`config.mk`:
```
export PLATFORM = sky130hd
export DESIGN_NAME = pacs_regs
export DESIGN_NICKNAME = d
export VERILOG_FILES = /design/src/pacs_pkg.sv /design/src/pacs_regs.sv
export SDC_FILE = /design/constraint.sdc
export NUM_CORES = 1
export LEC_CHECK = 0
export ABC_AREA = 1
export BUFFER_PORTS_ARGS = -buffer_cell sky130_fd_sc_hd__buf_2
export CAP_MARGIN = 40
export CORE_MARGIN = 3
export CORE_UTILIZATION = 53
export CTS_CLUSTER_SIZE = 24
export DETAILED_ROUTE_END_ITERATION = 7
export GPL_TIMING_DRIVEN = 0
export PLACE_DENSITY = 0.91
export RECOVER_POWER = 100
export SYNTH_ARGS = -nofsm -noshare
export SYNTH_HDL_FRONTEND = slang
export SYNTH_SLANG_ARGS = --single-unit
```
`constraint.sdc`:
```
create_clock -name clk_sys_i -period 1.97 [get_ports clk_sys_i]
set_input_delay 0.0985 -clock clk_sys_i [delete_from_list [all_inputs] [get_ports clk_sys_i]]
set_output_delay 0.0985 -clock clk_sys_i [all_outputs]
set_load 0.01 [all_outputs]
```
`src/pacs_pkg.sv`:
```
package pacs_pkg;

	localparam logic [4:0] PACS_OFS_DRIFT = 5'h14;
	localparam logic [4:0] PACS_OFS_AUX = 5'h18;
	localparam logic [4:0] PACS_OFS_TEST = 5'h15;

	localparam int PACS_BIT_FAST = 15;
	localparam int PACS_BIT_SLOW = 14;
	localparam int PACS_BIT_JAB_DIS = 15;
	localparam int PACS_BIT_FORCE_LINK = 14;
	localparam int PACS_BIT_SQ_LO = 6;
	localparam int PACS_BIT_EDGE_LO = 4;
	localparam int PACS_BIT_AN_IND = 3;
	localparam int PACS_BIT_FORCE_FAST_SPEED_PIN_IND = 2;
	localparam int PACS_BIT_SPD_IND = 1;
	localparam int PACS_BIT_FDX_IND = 0;

	localparam logic [15:0] PACS_DRIFT_RSVD_RST = 16'h0200;
	localparam logic [15:0] PACS_TEST_RST = 16'h0000;
	localparam logic [1:0] PACS_SQ_RST = 2'h0;
	localparam logic [1:0] PACS_EDGE_RST = 2'h3;

	localparam int PACS_JAB_MAX_NS = 20000;
	localparam int PACS_CLK_NS = 5;
	localparam int PACS_JAB_CYC = PACS_JAB_MAX_NS / PACS_CLK_NS;

	typedef enum logic [1:0] {
		PACS_SQ_NORMAL,
		PACS_SQ_LOW,
		PACS_SQ_HIGH,
		PACS_SQ_ILLEGAL
	} pacs_sq_t;

	typedef struct packed {
		logic jabber_disable;
		logic force_link;
		pacs_sq_t squelch;
		logic [1:0] edge_rate;
	} pacs_ctrl_t;

	typedef struct packed {
		logic wr;
		logic rd;
		logic [4:0] addr;
		logic [15:0] wdata;
	} pacs_req_t;

endpackage

```
`src/pacs_regs.sv`:
```
`timescale 1ns/1ps
// Behaviour
// - extended fifo mode and fast receive data set drift bit 15, else 0.
// - extended fifo mode and slow receive data set drift bit 14, else 0.
// - test register holds sixteen reserved bits, resetting to zero.
// - aux bit 15 stores jabber disable; reset clears it; readable.
// - jabber enabled in 10BASE-T cuts transmitter on overlong transmit request.
// - aux bit 14 forces 10BASE-T link pass; reset clears it; readable.
// - aux bits 7:6 pick squelch normal, low, high; reset 00; 11 forbidden.
// - chosen squelch drives carrier and link detection; field reads back.
// - aux bits 5:4 set transmit edge rate 1 to 4 ns; reset 11.
// - aux bit 3 is control bit 12 and autoneg strap both high.
// - aux bit 2 is 0 when both straps low or strap high with bits 12,13 low.
// - aux bit 1 shows live speed; reset value follows force strap while autoneg strap is low, else 10.
// - speed reads 10BASE-T while autoneg exchange runs.
// - aux bit 0 shows full duplex; reset value follows duplex strap.
module pacs_regs
	import pacs_pkg::*;
(
	input wire logic clk_sys_i,
	input wire logic reset_i,
	input wire pacs_req_t req_i,
	output logic [15:0] rdata_o,
	input wire logic ctrl_an_enable_i,
	input wire logic ctrl_speed_sel_i,
	input wire logic autoneg_strap_pin_i,
	input wire logic force_fast_speed_pin_i,
	input wire logic full_duplex_strap_pin_i,
	input wire logic ext_fifo_mode_i,
	input wire logic fifo_fast_i,
	input wire logic fifo_slow_i,
	input wire logic link_speed_100_i,
	input wire logic link_full_duplex_i,
	input wire logic an_exchange_busy_i,
	input wire logic mode_10bt_i,
	input wire logic tx_request_i,
	output logic tx_enable_o,
	output pacs_ctrl_t ctrl_o,
	output logic high_squelch_select_o,
	output logic low_squelch_select_o
);

	////////////////////////////////////////////////////////////////////////
	logic [1:0] an_sync_r, force_fast_speed_pin_sync_r, fdx_sync_r;
	logic strap_done_r;
	logic [1:0] fill_r;
	pacs_ctrl_t ctrl_r, ctrl_nxt;
	logic [15:0] test_r, test_nxt;
	logic [15:0] rdata_r, rdata_nxt;
	logic [$clog2(PACS_JAB_CYC+1)-1:0] jab_cnt_r, jab_cnt_nxt;
	logic jab_trip_r, jab_trip_nxt;
	logic speed_r, speed_nxt, fdx_r, fdx_nxt;
	logic an_ind, force_fast_speed_pin_ind;

	always_ff @(posedge clk_sys_i or posedge reset_i)
	begin
		if (reset_i)
		begin
			an_sync_r <= 2'h0;
			force_fast_speed_pin_sync_r <= 2'h0;
			fdx_sync_r <= 2'h0;
		end
		else
		begin
			an_sync_r <= {an_sync_r[0], autoneg_strap_pin_i};
			force_fast_speed_pin_sync_r <= {force_fast_speed_pin_sync_r[0], force_fast_speed_pin_i};
			fdx_sync_r <= {fdx_sync_r[0], full_duplex_strap_pin_i};
		end
	end

	////////////////////////////////////////////////////////////////////////
	// indications decoded from straps and control bits
	always_comb
	begin
		an_ind = ctrl_an_enable_i & an_sync_r[1];
		force_fast_speed_pin_ind = 1'b1;
		if (!an_sync_r[1] && !force_fast_speed_pin_sync_r[1])
		begin
			force_fast_speed_pin_ind = 1'b0;
		end
		if (an_sync_r[1] && !ctrl_an_enable_i && !ctrl_speed_sel_i)
		begin
			force_fast_speed_pin_ind = 1'b0;
		end
	end

	// strap values seed speed and duplex until the link reports
	always_comb
	begin
		speed_nxt = speed_r;
		fdx_nxt = fdx_r;
		if (!strap_done_r)
		begin
			speed_nxt = force_fast_speed_pin_sync_r[1] & ~an_sync_r[1];
			fdx_nxt = fdx_sync_r[1];
		end
		else
		begin
			speed_nxt = link_speed_100_i & ~an_exchange_busy_i;
			fdx_nxt = link_full_duplex_i;
		end
	end

	always_ff @(posedge clk_sys_i or posedge reset_i)
	begin
		if (reset_i)
		begin
			strap_done_r <= 1'b0;
			fill_r <= 2'h0;
			speed_r <= 1'b0;
			fdx_r <= 1'b0;
		end
		else
		begin
			// two edges fill the synchronisers; the third seeds from settled straps
			fill_r <= {fill_r[0], 1'b1};
			strap_done_r <= fill_r[1];
			speed_r <= speed_nxt;
			fdx_r <= fdx_nxt;
		end
	end

	////////////////////////////////////////////////////////////////////////
	// writable control and test register
	always_comb
	begin
		ctrl_nxt = ctrl_r;
		test_nxt = test_r;
		if (req_i.wr && req_i.addr == PACS_OFS_AUX)
		begin
			ctrl_nxt.jabber_disable = req_i.wdata[PACS_BIT_JAB_DIS];
			ctrl_nxt.force_link = req_i.wdata[PACS_BIT_FORCE_LINK];
			ctrl_nxt.squelch = pacs_sq_t'(req_i.wdata[PACS_BIT_SQ_LO +: 2]);
			ctrl_nxt.edge_rate = req_i.wdata[PACS_BIT_EDGE_LO +: 2];
		end
		if (req_i.wr && req_i.addr == PACS_OFS_TEST)
		begin
			test_nxt = req_i.wdata;
		end
	end

	always_ff @(posedge clk_sys_i or posedge reset_i)
	begin
		if (reset_i)
		begin
			ctrl_r <= '{1'b0, 1'b0, pacs_sq_t'(PACS_SQ_RST), PACS_EDGE_RST};
			test_r <= PACS_TEST_RST;
		end
		else
		begin
			ctrl_r <= ctrl_nxt;
			test_r <= test_nxt;
		end
	end

	////////////////////////////////////////////////////////////////////////
	// jabber timer; in 10BASE-T with jabber enabled the transmit gate drops once a request overruns
	always_comb
	begin
		jab_cnt_nxt = jab_cnt_r;
		jab_trip_nxt = jab_trip_r;
		if (!tx_request_i)
		begin
			jab_cnt_nxt = '0;
			jab_trip_nxt = 1'b0;
		end
		else if (jab_cnt_r < ($clog2(PACS_JAB_CYC+1))'(PACS_JAB_CYC))
		begin
			jab_cnt_nxt = jab_cnt_r + 1'b1;
		end
		else
		begin
			jab_trip_nxt = mode_10bt_i & ~ctrl_r.jabber_disable;
		end
	end

	always_ff @(posedge clk_sys_i or posedge reset_i)
	begin
		if (reset_i)
		begin
			jab_cnt_r <= '0;
			jab_trip_r <= 1'b0;
		end
		else
		begin
			jab_cnt_r <= jab_cnt_nxt;
			jab_trip_r <= jab_trip_nxt;
		end
	end

	assign tx_enable_o = tx_request_i & ~jab_trip_r;

	////////////////////////////////////////////////////////////////////////
	// read mux; indication bits are never stored from a write
	always_comb
	begin
		rdata_nxt = 16'h0000;
		if (req_i.rd)
		begin
		unique case (req_i.addr)
			PACS_OFS_DRIFT:
			begin
				rdata_nxt = PACS_DRIFT_RSVD_RST;
				rdata_nxt[PACS_BIT_FAST] = ext_fifo_mode_i & fifo_fast_i;
				rdata_nxt[PACS_BIT_SLOW] = ext_fifo_mode_i & fifo_slow_i;
			end
			PACS_OFS_AUX:
			begin
				rdata_nxt[PACS_BIT_JAB_DIS] = ctrl_r.jabber_disable;
				rdata_nxt[PACS_BIT_FORCE_LINK] = ctrl_r.force_link;
				rdata_nxt[PACS_BIT_SQ_LO +: 2] = ctrl_r.squelch;
				rdata_nxt[PACS_BIT_EDGE_LO +: 2] = ctrl_r.edge_rate;
				rdata_nxt[PACS_BIT_AN_IND] = an_ind;
				rdata_nxt[PACS_BIT_FORCE_FAST_SPEED_PIN_IND] = force_fast_speed_pin_ind;
				rdata_nxt[PACS_BIT_SPD_IND] = speed_r;
				rdata_nxt[PACS_BIT_FDX_IND] = fdx_r;
			end
			PACS_OFS_TEST: rdata_nxt = test_r;
			default: rdata_nxt = 16'h0000;
		endcase
		end
	end

	always_ff @(posedge clk_sys_i or posedge reset_i)
	begin
		if (reset_i)
			rdata_r <= 16'h0000;
		else
			rdata_r <= rdata_nxt;
	end

	assign rdata_o = rdata_r;
	assign ctrl_o = ctrl_r;
	// illegal code 11 treated as normal squelch in the detector
	assign high_squelch_select_o = ctrl_r.squelch == PACS_SQ_HIGH;
	assign low_squelch_select_o = ctrl_r.squelch == PACS_SQ_LOW;

	////////////////////////////////////////////////////////////////////////
	AST_JAB_DIS_WR: assert property (@(posedge clk_sys_i) disable iff (reset_i)
		req_i.wr && req_i.addr == PACS_OFS_AUX |=> ctrl_o.jabber_disable == $past(req_i.wdata[15]))
		else $error("jabber disable not stored");
	AST_FORCE_LINK: assert property (@(posedge clk_sys_i) disable iff (reset_i)
		req_i.wr && req_i.addr == PACS_OFS_AUX |=> ctrl_o.force_link == $past(req_i.wdata[14]))
		else $error("force link not stored");
	AST_FAST: assert property (@(posedge clk_sys_i) disable iff (reset_i)
		req_i.rd && req_i.addr == PACS_OFS_DRIFT |=> rdata_o[15] == $past(ext_fifo_mode_i & fifo_fast_i))
		else $error("fast bit wrong");
	AST_SLOW: assert property (@(posedge clk_sys_i) disable iff (reset_i)
		req_i.rd && req_i.addr == PACS_OFS_DRIFT |=> rdata_o[14] == $past(ext_fifo_mode_i & fifo_slow_i))
		else $error("slow bit wrong");
	AST_AN_IND: assert property (@(posedge clk_sys_i) disable iff (reset_i)
		req_i.rd && req_i.addr == PACS_OFS_AUX && !ctrl_an_enable_i |=> !rdata_o[3])
		else $error("autoneg indication wrong");
	AST_SPD_AN: assert property (@(posedge clk_sys_i) disable iff (reset_i)
		strap_done_r && an_exchange_busy_i |=> !speed_r)
		else $error("speed not 10 during autoneg");
	AST_JABBER: assert property (@(posedge clk_sys_i) disable iff (reset_i)
		tx_request_i && mode_10bt_i && !ctrl_r.jabber_disable
		&& jab_cnt_r == ($clog2(PACS_JAB_CYC+1))'(PACS_JAB_CYC) |=> !tx_enable_o)
		else $error("transmitter not shut off");
	AST_SQ_MAP: assert property (@(posedge clk_sys_i) disable iff (reset_i)
		!(high_squelch_select_o && low_squelch_select_o))
		else $error("both squelch selects high");
	AST_TEST_RD: assert property (@(posedge clk_sys_i) disable iff (reset_i)
		req_i.wr && req_i.addr == PACS_OFS_TEST |=> test_r == $past(req_i.wdata))
		else $error("test register readback wrong");
	COV_AUX_WR: cover property (@(posedge clk_sys_i) req_i.wr && req_i.addr == PACS_OFS_AUX);
	COV_JAB: cover property (@(posedge clk_sys_i) jab_trip_r);
	COV_FAST: cover property (@(posedge clk_sys_i) rdata_o[15]);

endmodule

```
== Yosys cells after proc, flatten, opt, wreduce, memory -nomap -nowiden ==
Cells that the tools add are included.

* Bits in latches: 0
* Memory bits (writable): 0
* Output and inout bits: 25
* Register bits after elaboration: 62
* Memories: 0
* Input port bits: 38
* Logic and storage cells: 56
* Memory bits (read-only): 0

* Reductions and logical operators: 9
* Muxes and demuxes: 12
* Add/sub/neg operators: 1
* $lt $le $gt $ge: 1
* Div/mod/pow operators: 0
* $mul: 0
* Shift-type cells: 0
* Bitwise gates (word level): 11
* Equal/unequal tests: 7

{| class="wikitable"
|+ Operators with widths
! operator !! number
|-
| $mux W12 || 2
|-
| $mux W16 || 1
|-
| $pmux W8 S2 || 1
|-
| $eq A5 B5 Y1 const B || 3
|-
| $add A12 B1 Y12 const B || 1
|-
| $lt A12 B12 Y1 const B || 1
|-
| $pmux W6 S2 || 1
|-
| $and A1 B1 Y1 || 7
|-
| $mux W1 || 6
|-
| $pmux W2 S3 || 1
|-
| $logic_and A1 B1 Y1 || 5
|-
| $logic_not A1 Y1 || 4
|-
| $not A1 Y1 || 4
|-
| $eq A2 B1 Y1 const B || 1
|-
| $eq A2 B2 Y1 const B || 1
|-
| $ne A2 B1 Y1 const B || 1
|-
| $ne A2 B2 Y1 const B || 1
|}

== Longest topological paths before layout ==
* Word-level depth: 6
* Depth in mapped cells: 8
* Depth with buffers taken out: 7

== Worst setup path after synthesis ==
No wires, ideal clock.

* Kind: flip-flop to flip-flop
* From: reg jab_cnt_r[1]
* To: reg jab_cnt_r[10]
* Stages on the path, launching flop included: 7
* Arrival time: 1005 ps
* Path slack: 850 ps
* Clock period less this slack: 1120 ps
* Buffers on the path: 0
* Required time: 1855 ps
* Setup time: 115 ps
* Path through: dfrtp_1 ha_1 nand3_1 nor2_1 nand3_1 nor2_1 nor2_1

* Word-level cells in the longest chain between the ends: 3
* Elaborated cells on any way between the ends: 5
* Classes of those cells: add/sub: 1; order compare: 1; eq/ne: 1; mux: 2

{| class="wikitable"
|+ Ends and longest elaborated chain
! item !! RTL line !! RTL
|-
| start: declaration || pacs_regs.sv:50 || <nowiki>logic [$clog2(PACS_JAB_CYC+1)-1:0] jab_cnt_r, jab_cnt_nxt;</nowiki>
|-
| start signal: assignment || pacs_regs.sv:186 || <nowiki>jab_cnt_r <= jab_cnt_nxt;</nowiki>
|-
| $add A12 B1 Y12 || pacs_regs.sv:169 || <nowiki>jab_cnt_nxt = jab_cnt_r + 1'b1;</nowiki>
|-
| $mux W12 || pacs_regs.sv:167 || <nowiki>else if (jab_cnt_r < ($clog2(PACS_JAB_CYC+1))'(PACS_JAB_CYC))</nowiki>
|-
| $mux W12 || pacs_regs.sv:162 || <nowiki>if (!tx_request_i)</nowiki>
|}

Several ways; a longest one is shown, not always the timed one. The select of a mux whose other input is x is not followed.
A chain may end at the register's enable or synchronous reset.

== Worst setup path after layout ==
* From: in req_i[17] in the netlist's numbering
* To: reg test_r[3]

* Word-level cells in the longest chain between the ends: 2

{| class="wikitable"
|+ Ends and longest elaborated chain
! item !! RTL line !! RTL
|-
| start: declaration || pacs_regs.sv:22 || <nowiki>input wire pacs_req_t req_i,</nowiki>
|-
| $eq A5 B5 Y1 || pacs_regs.sv:136 || <nowiki>if (req_i.wr && req_i.addr == PACS_OFS_TEST)</nowiki>
|-
| $logic_and A1 B1 Y1 || pacs_regs.sv:136 ||
|-
| end signal: assignment || pacs_regs.sv:152 || <nowiki>test_r <= test_nxt;</nowiki>
|-
| end: declaration || pacs_regs.sv:48 || <nowiki>logic [15:0] test_r, test_nxt;</nowiki>
|}

Every way passes these cells.

==> reports/metrics.csv <==
metric,value,unit
Routed Antenna Nets,0,
clk sinks,62,
fin. max-slew vios,0,
Core ar.,4820,um2
Net Sw Frac,0.259,
worst path arrival time,1840,ps
final wirelength,5890,um
combinational fraction of design power,0.118,
Avg Inst Size Synth,8.95,um2
first-pass GRT wire length,10100,um
Starting Density,0.559,
clock root cell,clkbuf_8,
Via density,5.00,
Synth top area share,0.557,
"critical path fanouts, max",10,
period utilization,0.796,
DP HPWL,4260,um
FF-to-FF setup slack,490,ps
vias in the first global route,2268,
Pwr Total,2.71,mW
initial antenna violation count,0,
CTS H-tree depth,3,
fmax,638,MHz
RSZ-0062 raised after global routing,false,
Antenna diodes,0,
fin nets,430,
layout cells sized above 1,0.164,
end of the worst register-to-register path,jab_cnt_r[2]$_DFFE_PP0P_,
worst clock skew,5.97,ps
Max Cap Violations,0,
final hold violations,0,
reg2reg start,jab_cnt_r[5]$_DFFE_PP0P_,
global route overflow,0,
fin cells,463,
number of flops mapped to enable cells by yosys,0,
"Cell Area, Synth",2690,um2
IO Pins,63,
GRT Resource Usage Total,0.216,
Slowest cell on crit path,dlygate4sd3_1,
initial DRC count,189,
CTS tree,yes,
post-CTS setup buffers,0,
first-pass iteration count of the detailed router,5,
Final GP Congestion,0.835,
"Seq/Total Area, Yosys",0.577,
post-synthesis register bit count,62,
Post-Syn Instances,301,
Inst Count DP,431,
drt drc,0,
leading area contributor after synthesis,dfrtp_1,
"Cell Chain, Critical Path","dlygate4sd3_1, clkbuf_1, inv_1, nand2_1, nor2_1, buf_6, clkbuf_1, nand3_1, nand2_1",
Clk pwr share,0.347,
minimum clock period,1570,ps
area of the die,5970,um2
setup violators final,0,
CP Launch Type,input port,
critical path class,input port to register,
crit-path max cell delay,540,ps
DIE HEIGHT,77.3,um
post-synth cell types,27,
Setup crit end kind,register,
via count,2314,
pwr dens,810,nW/um2
Die W,77.3,um
Worst-Skew Late Latency,330,ps
largest cells by area after synthesis,"dfrtp_1 56%, nand2_1 9.1%, nand3_1 6.1%",
CP Launch Point,req_i[17],
Clock Pin Slew Worst Setup and Hold Paths,60,ps
asr flop ratio synth,1.00,
Hold Path Class,input port to register,
Reg power frac,0.535,
status,"finished, final reports clean",
worst path required time,2240,ps
row count,25,
drt wl/cell,12.7,um
Least-Margin Pin Slew,1140,ps
commonest register cell after synthesis,dfrtp_1,
Mapped Nets,340,
clock tree buffer depth,2,
critical path endpoint,test_r[3]$_DFFE_PP0P_,
area delta synth->final,24.2,%
Int Pwr,2.01,mW
Reg2Reg Depth,7,
Max IR drop VDD,0.587,mV
Buffers on Ports,62,
Lkg Pwr,1.67,nW
Slew headroom,0.241,
total CTS buffers,9,
NetSw,0.702,mW
largest net degree at the start of global routing,35,
Yosys warning total,0,
==> synthesized netlist by cell type (2+ instances only) <==
library cell  number
nand3_1           33
nor2_2             4
dfrtp_1           60
nand2_2            4
nor2_4             3
o21ai_0            9
nand2_1           65
clkbuf_8           2
o21ai_1            3
inv_1             36
nor2_1            37
nor3_1             7
buf_6              4
a21oi_1           17
nand4_1            4
dfstp_2            2
==> cell type report <==
class	instances	area, um2
inverters	37	139
flip-flops and latches	62	1550
clock buffers	14	153
plain buffers	9	57.6
fillers	393	1470
well taps	67	83.8
repair buffers	79	458
multi-input cells	193	890
clock inverters	2	10.0
==> power groups by stage <==
stage	sequential, mW	clock [mW]	combinational, mW
after CTS	1.45	0.963	0.338
after floorplan	1.47	0	0.162
after global routing	1.46	1.02	0.367
after detailed placement	1.47	0	0.314
after global placement	1.46	0	0.294
final	1.45	0.941	0.319
==> layer usage <==
| layer | vias to the layer above | global-route usage | part of all wire |
|---|---|---|---|
| li1 | 1133 | - | - |
| met1 | 1081 | 0.264 | 0.42 |
| met2 | 87 | 0.357 | 0.50 |
| met3 | 13 | 0.0446 | 0.059 |
| met4 | 0 | 0.119 | 0.019 |
| met5 | - | 0 | 0 |
==> worst min-delay path by stage <==
stage	startpoint	end	slack (ps)	cells past startpoint
after floorplan	autoneg_strap_pin_i	an_sync_r[0]$_DFF_PP0_	130	0
after global placement	autoneg_strap_pin_i	an_sync_r[0]$_DFF_PP0_	210	1
after detailed placement	reset_i	rdata_o[15]$_DFF_PP0_	210	2
after CTS	req_i[0]	test_r[0]$_DFFE_PP0P_	3	3
after global routing	req_i[12]	test_r[12]$_DFFE_PP0P_	5	3
final	req_i[9]	test_r[9]$_DFFE_PP0P_	10	3
==> flip-flops by register name, indices dropped and copies added, names as in the netlist <==
register,cells
ctrl_o,6
test_r,16
fill_r,2
rdata_o,16
an_sync_r,2
strap_done_r,1
jab_cnt_r,12
fdx_r,1
fdx_sync_r,2
jab_trip_r,1
force_fast_speed_pin_sync_r,2
speed_r,1
==> cells by family after synthesis <==
| kind of cell | share of synthesized area |
|---|---|
| mux | 0.00418 |
| compound gates | 0.0604 |
| buf+inv | 0.0892 |
| fa+ha+maj | 0.00464 |
| flops | 0.577 |
| simple gates | 0.263 |
| other cells | 0.00139 |
==> per-stage QoR <==
stage          TNS (ps)  utilization  setup slack [ps]  hold WS, ps  cell area (um2)
6_report              0        0.694               402         13.1             3340
4_1_cts               0        0.712               601         3.07             3430
3_5_place_dp          0        0.645               725          208             3110
3_3_place_gp     -18340        0.641              -308          207             3090
2_1_floorplan         0            -               333          130             2690
5_1_grt               0        0.694               269         5.45             3340
==> cells in the final DEF (no fill, tap or decap), drive strengths merged <==
cell type and count:
clkinv 2, nand2 69, nor3 7, clkbuf 45
o32ai 1, inv 37, nand4 4, conb 1
nand3 34, buf 41, ha 1, a21oi 18
nand3b 1, nor2 44, o21ai 12, dfstp 2
dlygate4sd3 16, dfrtp 60, mux2 1
==> critical path, delay by kind of cell <==
kind	cells	cell delay [ps]
AND/OR/NAND/NOR	4	450
buffers and inverters	5	1280
==> repair_timing <==
item                                   4_1_cts  5_1_grt
hold buffers                                16        0
resized for setup                            0        0
endpoints found under the hold margin       44        0
Note: power is estimated with default switching activity, not from simulation.
